--- config.mk ---
export PLATFORM = sky130hd
export DESIGN_NAME = energy_pulse_port
export DESIGN_NICKNAME = d
export VERILOG_FILES = /design/src/design/pulse_port_pkg.sv /design/src/design/energy_pulse_port.sv /design/src/design/pulse_timer.sv
export SDC_FILE = /design/constraint.sdc
export NUM_CORES = 1
export LEC_CHECK = 0
export BUFFER_PORTS_ARGS = -buffer_cell sky130_fd_sc_hd__buf_4
export CORE_MARGIN = 4
export CORE_UTILIZATION = 30
export CTS_BUF_LIST = sky130_fd_sc_hd__clkbuf_4
export CTS_CLUSTER_SIZE = 25
export DETAILED_ROUTE_END_ITERATION = 7
export PLACE_DENSITY_LB_ADDON = 0.15
export SLEW_MARGIN = 10
export SYNTH_ARGS = -nofsm -noshare
export SYNTH_HDL_FRONTEND = slang
export SYNTH_SLANG_ARGS = --single-unit
--- constraint.sdc ---
create_clock -name clk -period 7.66 [get_ports clk]
set_clock_uncertainty 0.05 [all_clocks]
set_input_delay 1.532 -clock clk [delete_from_list [all_inputs] [get_ports clk]]
set_output_delay 1.532 -clock clk [all_outputs]
set_load 0.01 [all_outputs]
--- src/design/pulse_port_pkg.sv ---
// pulse_port_pkg: shared types and constants of the energy pulse output port.
// assumes a single 200 MHz clock; energy steps are counted in 0.00001 units.
package pulse_port_pkg;

  // clock and pulse timing
  localparam int CLK_PERIOD_NS  = 5;
  localparam int PULSE_WIDTH_MS = 100;
  localparam int PULSE_CYCLES   = PULSE_WIDTH_MS * 1000000 / CLK_PERIOD_NS;
  localparam int CNT_W          = 25;

  // modbus register offsets
  localparam logic [15:0] OFS_SWITCH_LEVEL   = 16'h1131;
  localparam logic [15:0] OFS_PULSE_SOURCE   = 16'h13f5;
  localparam logic [15:0] OFS_RELAY_POLARITY = 16'h13f6;
  localparam logic [15:0] OFS_DATA_SCALAR    = 16'h11f9;

  // bacnet object identifiers
  localparam logic [15:0] OBJ_SWITCH_LEVEL   = 16'h32dc;
  localparam logic [15:0] OBJ_PULSE_SOURCE   = 16'h332c;
  localparam logic [15:0] OBJ_RELAY_POLARITY = 16'h3336;
  localparam logic [15:0] OBJ_PULSE_SCALAR   = 16'h2efe;

  // pulse source codes
  localparam logic [15:0] SRC_SWITCH   = 16'h0000;
  localparam logic [15:0] SRC_REAL     = 16'habe1;
  localparam logic [15:0] SRC_REACTIVE = 16'habe8;
  localparam logic [15:0] SRC_APPARENT = 16'habeb;

  // reset values and field positions
  localparam logic [15:0] RST_SWITCH_LEVEL   = 16'h0001;
  localparam logic [15:0] RST_PULSE_SOURCE   = 16'h0000;
  localparam logic [15:0] RST_RELAY_POLARITY = 16'h0000;
  localparam logic [15:0] RST_SCALAR         = 16'h0000;
  localparam int          LEVEL_BIT          = 0;
  localparam int          POLARITY_BIT       = 0;

  // register selector decoded from an address
  typedef enum logic [2:0] {
    SEL_NONE, SEL_SWITCH, SEL_SOURCE, SEL_POLARITY, SEL_DSCALAR, SEL_PSCALAR
  } reg_sel_t;

  typedef struct packed {
    logic        wr;
    logic        rd;
    logic [15:0] addr;
    logic [15:0] wdata;
  } reg_req_t;

  // increments of the accumulated system energies
  typedef struct packed {
    logic        valid;
    logic [15:0] active_step;
    logic [15:0] reactive_step;
    logic [15:0] apparent_step;
  } energy_step_t;

  // scalar code to pulse weight in 0.00001 units; 6 and above give 100
  function automatic logic [31:0] scalar_weight(input logic [15:0] sc);
    unique case (sc)
      16'h0000: scalar_weight = 32'h0000_0001;
      16'h0001: scalar_weight = 32'h0000_0064;
      16'h0002: scalar_weight = 32'h0000_03e8;
      16'h0003: scalar_weight = 32'h0000_2710;
      16'h0004: scalar_weight = 32'h0001_86a0;
      16'h0005: scalar_weight = 32'h000f_4240;
      default:  scalar_weight = 32'h0098_9680;
    endcase
  endfunction

endpackage

--- src/design/energy_pulse_port.sv ---
// energy_pulse_port: digital output port of the meter, pulse or switch use.
// assumes register requests and energy steps come from logic on clk.
// Operation
// - codes 44001, 44008, 44011 pick real, reactive, apparent energy pulses.
// - source code zero: no pulses, port is a software switch.
// - switch value zero drives low, one drives high; one after reset.
// - switch value reaches the port only while the source code is zero.
// - polarity zero idles high, one idles low and inverts the pulse.
// - modbus data scalar sets pulse weight from 0.00001 up to 100.
// - bacnet pulse scalar object sets pulse weight with the same coding.
// - pulses follow accumulated energy steps, not instantaneous readings.
// - indicator led lights during each pulse, dark otherwise.
// - bacnet objects hold switch value, source and polarity, same coding.
`timescale 1ns/100ps
module energy_pulse_port
  import pulse_port_pkg::*;
#(
  parameter int PULSE_CNT = PULSE_CYCLES
) (
  input  wire logic          clk,
  input  wire logic          arst_n,
  input  wire logic          proto_bacnet,
  input  wire reg_req_t      req,
  input  wire energy_step_t  energy,
  output logic [15:0]        rd_data,
  output logic               rd_valid,
  output logic               port_level,
  output logic               pulse_led
);

  typedef struct packed {
    logic [15:0] sw;
    logic [15:0] src;
    logic [15:0] pol;
    logic [15:0] dscalar;
    logic [15:0] pscalar;
    logic [31:0] acc;
    logic        start;
    logic [15:0] rdata;
    logic        rvalid;
    logic        level;
    logic        led;
  } port_state_t;

  port_state_t s_reg;
  port_state_t s_next;
  logic        t_idle;
  logic        t_active;
  logic [31:0] weight;
  logic [15:0] step;
  logic [32:0] sum;
  logic [31:0] acc_add;
  reg_sel_t    sel;

  // the same address means a register in modbus use, an object in bacnet use
  function automatic reg_sel_t decode(input logic bac, input logic [15:0] a);
    decode = SEL_NONE;
    if (!bac) begin
      if (a == OFS_SWITCH_LEVEL) decode = SEL_SWITCH;
      else if (a == OFS_PULSE_SOURCE) decode = SEL_SOURCE;
      else if (a == OFS_RELAY_POLARITY) decode = SEL_POLARITY;
      else if (a == OFS_DATA_SCALAR) decode = SEL_DSCALAR;
    end else begin
      if (a == OBJ_SWITCH_LEVEL) decode = SEL_SWITCH;
      else if (a == OBJ_PULSE_SOURCE) decode = SEL_SOURCE;
      else if (a == OBJ_RELAY_POLARITY) decode = SEL_POLARITY;
      else if (a == OBJ_PULSE_SCALAR) decode = SEL_PSCALAR;
    end
  endfunction

  // energy step of the chosen source; an unknown code yields nothing
  function automatic logic [15:0] pick_step(input logic [15:0] code,
                                            input energy_step_t e);
    pick_step = 16'h0000;
    if (e.valid) begin
      if (code == SRC_REAL) pick_step = e.active_step;
      else if (code == SRC_REACTIVE) pick_step = e.reactive_step;
      else if (code == SRC_APPARENT) pick_step = e.apparent_step;
    end
  endfunction

  pulse_timer #(
    .WIDTH (CNT_W'(PULSE_CNT))
  ) u_timer (
    .clk    (clk),
    .arst_n (arst_n),
    .start  (s_reg.start),
    .idle   (t_idle),
    .active (t_active)
  );

  // weight follows the scalar of the protocol in use
  assign weight = proto_bacnet ? scalar_weight(s_reg.pscalar)
                               : scalar_weight(s_reg.dscalar);
  assign sel    = decode(proto_bacnet, req.addr);
  assign step   = pick_step(s_reg.src, energy);
  assign sum    = {1'b0, s_reg.acc} + {17'h0_0000, step};
  // saturate rather than wrap when pulses fall far behind the energy
  assign acc_add = sum[32] ? 32'hffff_ffff : sum[31:0];

  // register file, accumulator and port level
  always_comb begin
    s_next        = s_reg;
    s_next.start  = 1'b0;
    s_next.rvalid = req.rd;
    s_next.rdata  = 16'h0000;
    s_next.acc    = acc_add;
    // a start is only issued while the timer is free and no start is in flight
    if (s_reg.src != SRC_SWITCH && t_idle && !s_reg.start
        && s_reg.acc >= weight) begin
      s_next.acc   = acc_add - weight;
      s_next.start = 1'b1;
    end
    if (req.rd) begin
      unique case (sel)
        SEL_SWITCH:   s_next.rdata = s_reg.sw;
        SEL_SOURCE:   s_next.rdata = s_reg.src;
        SEL_POLARITY: s_next.rdata = s_reg.pol;
        SEL_DSCALAR:  s_next.rdata = s_reg.dscalar;
        SEL_PSCALAR:  s_next.rdata = s_reg.pscalar;
        SEL_NONE:     s_next.rdata = 16'h0000;
      endcase
    end
    if (req.wr) begin
      unique case (sel)
        SEL_SWITCH:   s_next.sw = req.wdata;
        SEL_SOURCE: begin
          s_next.src   = req.wdata;
          // a new source starts from an empty remainder
          s_next.acc   = 32'h0000_0000;
          s_next.start = 1'b0;
        end
        SEL_POLARITY: s_next.pol = req.wdata;
        SEL_DSCALAR:  s_next.dscalar = req.wdata;
        SEL_PSCALAR:  s_next.pscalar = req.wdata;
        SEL_NONE:     s_next.sw = s_reg.sw;
      endcase
    end
    // switch use owns the pin only with source zero; else the pulse does
    if (s_reg.src == SRC_SWITCH) begin
      s_next.level = s_reg.sw[LEVEL_BIT];
      s_next.led   = 1'b0;
    end else begin
      s_next.level = t_active ^ ~s_reg.pol[POLARITY_BIT];
      s_next.led   = t_active;
    end
  end

  always_ff @(posedge clk or negedge arst_n) begin
    if (!arst_n) begin
      s_reg <= '{sw: RST_SWITCH_LEVEL, src: RST_PULSE_SOURCE,
                 pol: RST_RELAY_POLARITY, dscalar: RST_SCALAR,
                 pscalar: RST_SCALAR, acc: 32'h0000_0000, start: 1'b0,
                 rdata: 16'h0000, rvalid: 1'b0, level: 1'b1, led: 1'b0};
    end else begin
      s_reg <= s_next;
    end
  end

  assign rd_data    = s_reg.rdata;
  assign rd_valid   = s_reg.rvalid;
  assign port_level = s_reg.level;
  assign pulse_led  = s_reg.led;

  // switch value reaches the pin once the source has stood at zero
  a_switch_level: assert property (@(posedge clk) disable iff (!arst_n)
    (s_reg.src == SRC_SWITCH && $stable(s_reg.src) && $stable(s_reg.sw))
    |=> port_level == $past(s_reg.sw[LEVEL_BIT]))
    else $error("switch value not on the port");

  a_switch_no_pulse: assert property (@(posedge clk) disable iff (!arst_n)
    (s_reg.src == SRC_SWITCH) |=> !s_reg.start)
    else $error("pulse started in switch use");

  a_idle_level: assert property (@(posedge clk) disable iff (!arst_n)
    (s_reg.src != SRC_SWITCH && !t_active && $stable(s_reg.src))
    |=> port_level == !$past(s_reg.pol[POLARITY_BIT]))
    else $error("wrong idle level of pulse output");

  a_led_dark: assert property (@(posedge clk) disable iff (!arst_n)
    !t_active |=> !pulse_led)
    else $error("indicator lit without a pulse");

  a_led_with_pulse: assert property (@(posedge clk) disable iff (!arst_n)
    (t_active && s_reg.src != SRC_SWITCH) |=> pulse_led ##0
    (port_level == $past(s_reg.pol[POLARITY_BIT])))
    else $error("pulse not shown on led and port");

  a_start_weight: assert property (@(posedge clk) disable iff (!arst_n)
    s_reg.start |-> $past(s_reg.acc >= weight) ##1 t_active)
    else $error("pulse without a full weight of energy");

  a_unknown_src: assert property (@(posedge clk) disable iff (!arst_n)
    (energy.valid && s_reg.src != SRC_REAL && s_reg.src != SRC_REACTIVE
     && s_reg.src != SRC_APPARENT && !req.wr && !s_reg.start)
    |=> s_reg.acc == $past(s_reg.acc))
    else $error("energy counted for an unknown source");

  a_bacnet_write: assert property (@(posedge clk) disable iff (!arst_n)
    (req.wr && proto_bacnet && req.addr == OBJ_PULSE_SOURCE)
    |=> s_reg.src == $past(req.wdata))
    else $error("bacnet source object not written");

endmodule

--- src/design/pulse_timer.sv ---
// pulse_timer: fixed-width output pulse followed by an equal quiet gap.
// assumes start is a one-cycle pulse from logic on the same clock.
`timescale 1ns/100ps
module pulse_timer
  import pulse_port_pkg::*;
#(
  parameter logic [CNT_W-1:0] WIDTH = CNT_W'(PULSE_CYCLES)
) (
  input  wire logic clk,
  input  wire logic arst_n,
  input  wire logic start,
  output logic      idle,
  output logic      active
);

  typedef enum logic [1:0] {T_IDLE, T_HIGH, T_GAP} tstate_t;
  typedef struct packed {
    tstate_t          st;
    logic [CNT_W-1:0] cnt;
  } timer_state_t;

  timer_state_t s_reg;
  timer_state_t s_next;

  // the gap keeps back-to-back pulses apart for a counter on the far side
  always_comb begin
    s_next = s_reg;
    unique case (s_reg.st)
      T_IDLE: begin
        if (start) begin
          s_next.st  = T_HIGH;
          s_next.cnt = WIDTH - CNT_W'(1);
        end
      end
      T_HIGH: begin
        if (s_reg.cnt == '0) begin
          s_next.st  = T_GAP;
          s_next.cnt = WIDTH - CNT_W'(1);
        end else begin
          s_next.cnt = s_reg.cnt - CNT_W'(1);
        end
      end
      T_GAP: begin
        if (s_reg.cnt == '0) s_next.st = T_IDLE;
        else s_next.cnt = s_reg.cnt - CNT_W'(1);
      end
    endcase
  end

  always_ff @(posedge clk or negedge arst_n) begin
    if (!arst_n) begin
      s_reg <= '{st: T_IDLE, cnt: '0};
    end else begin
      s_reg <= s_next;
    end
  end

  assign idle   = (s_reg.st == T_IDLE);
  assign active = (s_reg.st == T_HIGH);

  a_width_hold: assert property (@(posedge clk) disable iff (!arst_n)
    (active && s_reg.cnt != '0) |=> active)
    else $error("pulse ended before its width");

endmodule

== Word-level counts from Yosys, hierarchy flattened ==
Index checks and enable logic that the tools add are counted.
W data, S select, Z words.

* $add $sub $neg: 3
* Order comparisons: 1
* Eq/ne operators: 32
* Mux-type cells: 29
* Bitwise operators: 2
* Reductions and logical operators: 18

{| class="wikitable"
|+ Operators with widths
! kind !! number
|-
| $pmux W24 S6 || 2
|-
| $mux W33 || 3
|-
| $pmux W16 S6 || 1
|-
| $pmux W27 S3 || 1
|-
| $mux W16 || 5
|-
| $eq A16 B13 Y1 const B || 4
|-
| $eq A16 B14 Y1 const B || 4
|-
| $eq A16 B2 Y1 const B || 4
|-
| $eq A16 B3 Y1 const B || 4
|-
| $mux W32 || 2
|-
| $mux W25 || 2
|-
| $eq A16 B16 Y1 const B || 3
|-
| $logic_not A16 Y1 || 3
|-
| $add A32 B16 Y33 || 1
|-
| $eq A16 B1 Y1 const B || 2
|-
| $ge A32 B32 Y1 || 1
|-
| $sub A32 B32 Y32 || 1
|-
| $mux W27 || 1
|-
| $mux W3 || 9
|-
| $logic_not A25 Y1 || 1
|-
| $sub A25 B1 Y25 const B || 1
|-
| $reduce_bool A16 Y1 || 1
|-
| $reduce_and A2 Y1 || 6
|-
| $eq A3 B2 Y1 const B || 2
|-
| other kinds (14) || 21
|}

* Register bits: 159
* Input bits: 86
* Output and inout port bits: 19
* Word-level logic and storage cells: 98

== Longest topological paths before layout ==
* Depth in word-level cells: 11
* Depth in mapped cells: 29
* Gate-level depth less buffers: 26

== Hierarchy ==
A second synthesis with hierarchy kept.

* Cell total of the unflattened synthesis: 1,198
* Area total of the unflattened synthesis: 11,369.7 µm²

{| class="wikitable"
|+ By module, submodules not included
! module !! instances !! cells each !! area an instance (µm²) !! seq. area each (µm²)
|-
| energy_pulse_port || 1 || 997 || 9,552.9 || 3,305.7
|-
| pulse_timer || 1 || 201 || 1,816.7 || 675.6
|}

== Worst setup path after synthesis ==
No wires, ideal clock.

* Path kind: register to register
* From: reg s_reg[114] (netlist name)
* To: reg s_reg[49] (netlist name)
* Setup time: 0.078 ns
* Data arrival time: 6.247 ns
* Required time: 7.532 ns
* Setup slack: 1.285 ns
* Cell stages (with the launch flop): 29
* Buffers on the path: 2
* Clock period less this slack: 6.375 ns
* Cells stage by stage: dfrtp_1 -> nor3_1 -> nand2_1 -> nor3_1 -> nand2_1 -> nor3_1 -> clkbuf_1 -> a22oi_1 -> a21boi_0 -> ha_1 -> a211oi_1 -> o21ai_1 -> and4_1 -> o21ba_2 -> or2_2 -> buf_2 -> nand2_1 -> xor2_1 -> nand2_1 -> ha_1 -> a21o_1 -> a21o_1 -> a21o_1 -> a22o_1 -> a311oi_1 -> o31a_1 -> a21oi_1 -> or4_1 -> a21oi_1

{| class="wikitable"
|+ RTL lines
! item !! RTL line !! source
|-
| from (decl) || energy_pulse_port.sv:45 || <nowiki>port_state_t s_reg;</nowiki>
|-
| from (signal assigned) || energy_pulse_port.sv:151 || <nowiki>s_reg <= '{sw: RST_SWITCH_LEVEL, src: RST_PULSE_SOURCE,</nowiki>
|-
| from (signal assigned) || energy_pulse_port.sv:156 || <nowiki>s_reg <= s_next;</nowiki>
|}

==> reports/results.ini <==
[status]
outcome=finished clean

[placed_design]
place.gp.congestion=0.840
dp_hpwl_um=24000
portBuffers=104
place_area_um2=12000
placed_cells=1727

[sta]
worstMarginPinSlew_ns=1.08
relSlewSlack_pct=27.8
holdWs_ns=0.473
finalSetupViolCount=0
tns_ns=0
fin_crit_ns=6.96
finalHoldViolations=0
rsz0062_at_grt=no
fmax_mhz=144
final_max_slew_viol_count=0
period_share_pct=90.8

[logic_synthesis]
yosys_warnings=0
synth_top_area_cell=dfrtp_1
ys_seq_elements=159
synth_edf_count=0
synth.top_cells.by_count=nand2_1 (165), dfrtp_1 (157), nor2_1 (89)
synth_most_common_cell=nand2_1
synth_fp_nets=1371
synthTopCellsByArea=dfrtp_1 (36%), ha_1 (7.1%), mux2_2 (6.8%)
async_reset_ff_share_pct=100
synthesis.area_um2=10900
ys_seq_area_share_pct=36.6
ys.flop_type=dfrtp_1
synthDistinctLibCells=73
syn_area_per_cell_um2=8.90
synth_cells=1222
synth_top_area_share_pct=36.1

[global_route]
grt_pass1_vias=9171
grt_overflow_total=0
grt_pass1_wl_um=51300
grt.total_usage_pct=16.3
grt_max_degree=75
antenna_found_initial=1

[drt]
vias=9568
wirelength_um=32500
avgRoutedWirePerCell_um=18.5
drtIter0Drc=703
ant_nets=0
firstDrtPassIters=6
drc=0
vias_per_cell=5.44

[power_and_ir_drop]
finalPower_mw=2.06
p_per_area_nw_per_um2=167
p_switching_mw=0.754
vdd_drop_max_mv=0.0982
p_seq_share_pct=47.8
pwr-share-clk_pct=26.9
internal_power_mw=1.31
power.leakage_nw=5.43
combPwrFrac_pct=25.3
switching_share_pct=36.6

[floorplan]
rows=69
start_util_pct=30.5
die-area_um2=39400
io_pins=105
die_height_um=198
die_x_um=198
core_area_um2=35700

[clock_network]
cts_made_buffers=17
cts.sinks=159
cts_tree=done
cts_setup_buffers=0
cts-htree-levels=4
clock_latency_ns=0.61
clk_pin_slew_worst_paths_ns=0.17
cts_root_buffer=clkbuf_4
cts.repair.resized=0
hold_buffers=0
clockBufferDepth=2

[worst_setup_path]
slowest_stage=or4_1
cp_num_cells=27
required_ns=8.16
crit_family=compound AO/OA/AOI/OAI gates
cp-end-kind=flip-flop
crit_arrival_ns=7.46
crit_path_frequent_cell=nand2_1
ff2ff_setup_slack_ns=0.70
cp_max_fo=16
start_kind=flip-flop
r2r-start=s_reg[112]$_DFFE_PN0P_
critPathMaxStageDelay_ns=0.52
ff2ff_path_depth=27
crit_buf_inv=1
path_class=reg2reg
worstReg2RegEnd=s_reg[49]$_DFF_PN0_

[flow_run]
maxCapViolations=0

[worst_hold_path]
hold_class=reg2reg
hp-start=s_reg[104]$_DFFE_PN0P_
whs_path_depth=2
holdPathEnd=s_reg[104]$_DFFE_PN0P_

[final_layout]
drive_above_1_share_pct=18.6
largest_register_ffs=113
final_area_um2=12300
syn_to_final_growth_pct=13.5
fin_cells=1759
fin_nets=1434

[layer usage]
layer	vias to the layer above	share of wire, %	GRT usage (%)
li1	4635	-	-
met1	4727	47	22.8
met2	174	47	26.6
met3	32	3.3	2.42
met4	0	2.0	4.36
met5	-	0	0
[how the worst max path moves through the flow]
stage	startpoint	endpoint	slack (ns)
after global placement	energy[0]	s_reg[44]$_DFF_PN0_	0.81
after global routing	s_reg[112]$_DFFE_PN0P_	s_reg[49]$_DFF_PN0_	0.02
after floorplan	s_reg[114]$_DFFE_PN0P_	s_reg[49]$_DFF_PN0_	1.28
after CTS	s_reg[114]$_DFFE_PN0P_	s_reg[49]$_DFF_PN0_	0.69
final	s_reg[112]$_DFFE_PN0P_	s_reg[49]$_DFF_PN0_	0.70
after detailed placement	energy[0]	s_reg[44]$_DFF_PN0_	0.69
[cell families after synthesis]
| group | share of synthesized area (%) |
|---|---|
| xor gates and xnor gates | 3.22 |
| adders and majority gates | 7.31 |
| muxes | 7.93 |
| DFF | 36.6 |
| and+or+nand+nor | 21.2 |
| buffers and inverters | 4.01 |
| AOI/OAI and AO/OA | 19.7 |
[metrics by stage]
| stage | worst slack, ns | util [%] |
|---|---|---|
| 2_1_floorplan | 1.28 | - |
| 3_3_place_gp | 0.811 | 33.8 |
| 3_5_place_dp | 0.685 | 33.8 |
| 4_1_cts | 0.691 | 34.6 |
| 5_1_grt | 0.0187 | 34.6 |
| 6_report | 0.704 | 34.6 |
[cell type report]
class / instances / area, µm²
diodes: 1 / 2.50
clock buffers: 17 / 128
clock inverters: 14 / 178
fillers: 3699 / 23300
inverters: 21 / 78.8
multi-input cells: 966 / 6500
flip-flops and latches: 159 / 3980
well taps: 461 / 577
repair buffers: 120 / 905
[power by group through the flow]
| stage | clock [mW] | sequential (mW) | combinational (mW) |
|---|---|---|---|
| 2_1_floorplan | 0 | 0.976 | 0.375 |
| 3_3_place_gp | 0 | 1.00 | 0.524 |
| 3_5_place_dp | 0 | 1.00 | 0.527 |
| 4_1_cts | 0.574 | 0.986 | 0.528 |
| 5_1_grt | 0.609 | 0.999 | 0.598 |
| 6_report | 0.554 | 0.986 | 0.521 |
[layout by cell type, fill, tap and decap left out, types with 29 or more instances in the layout]
master	netlist	layout
nor2_1	89	88
ha_1	62	62
a21oi_1	73	72
nand2_1	165	165
nor3_1	31	30
a31oi_1	29	29
mux2_2	66	66
dfrtp_1	157	157
buf_4	16	119
o21ai_0	64	64
[worst min-delay path, delay by kind of cell, from the launching register on]
| family | cells | cell delay (ns) |
|---|---|---|
| DFF | 1 | 0.39 |
| and+or+nand+nor | 2 | 0.11 |
Note: power is estimated with default switching activity, not from simulation.
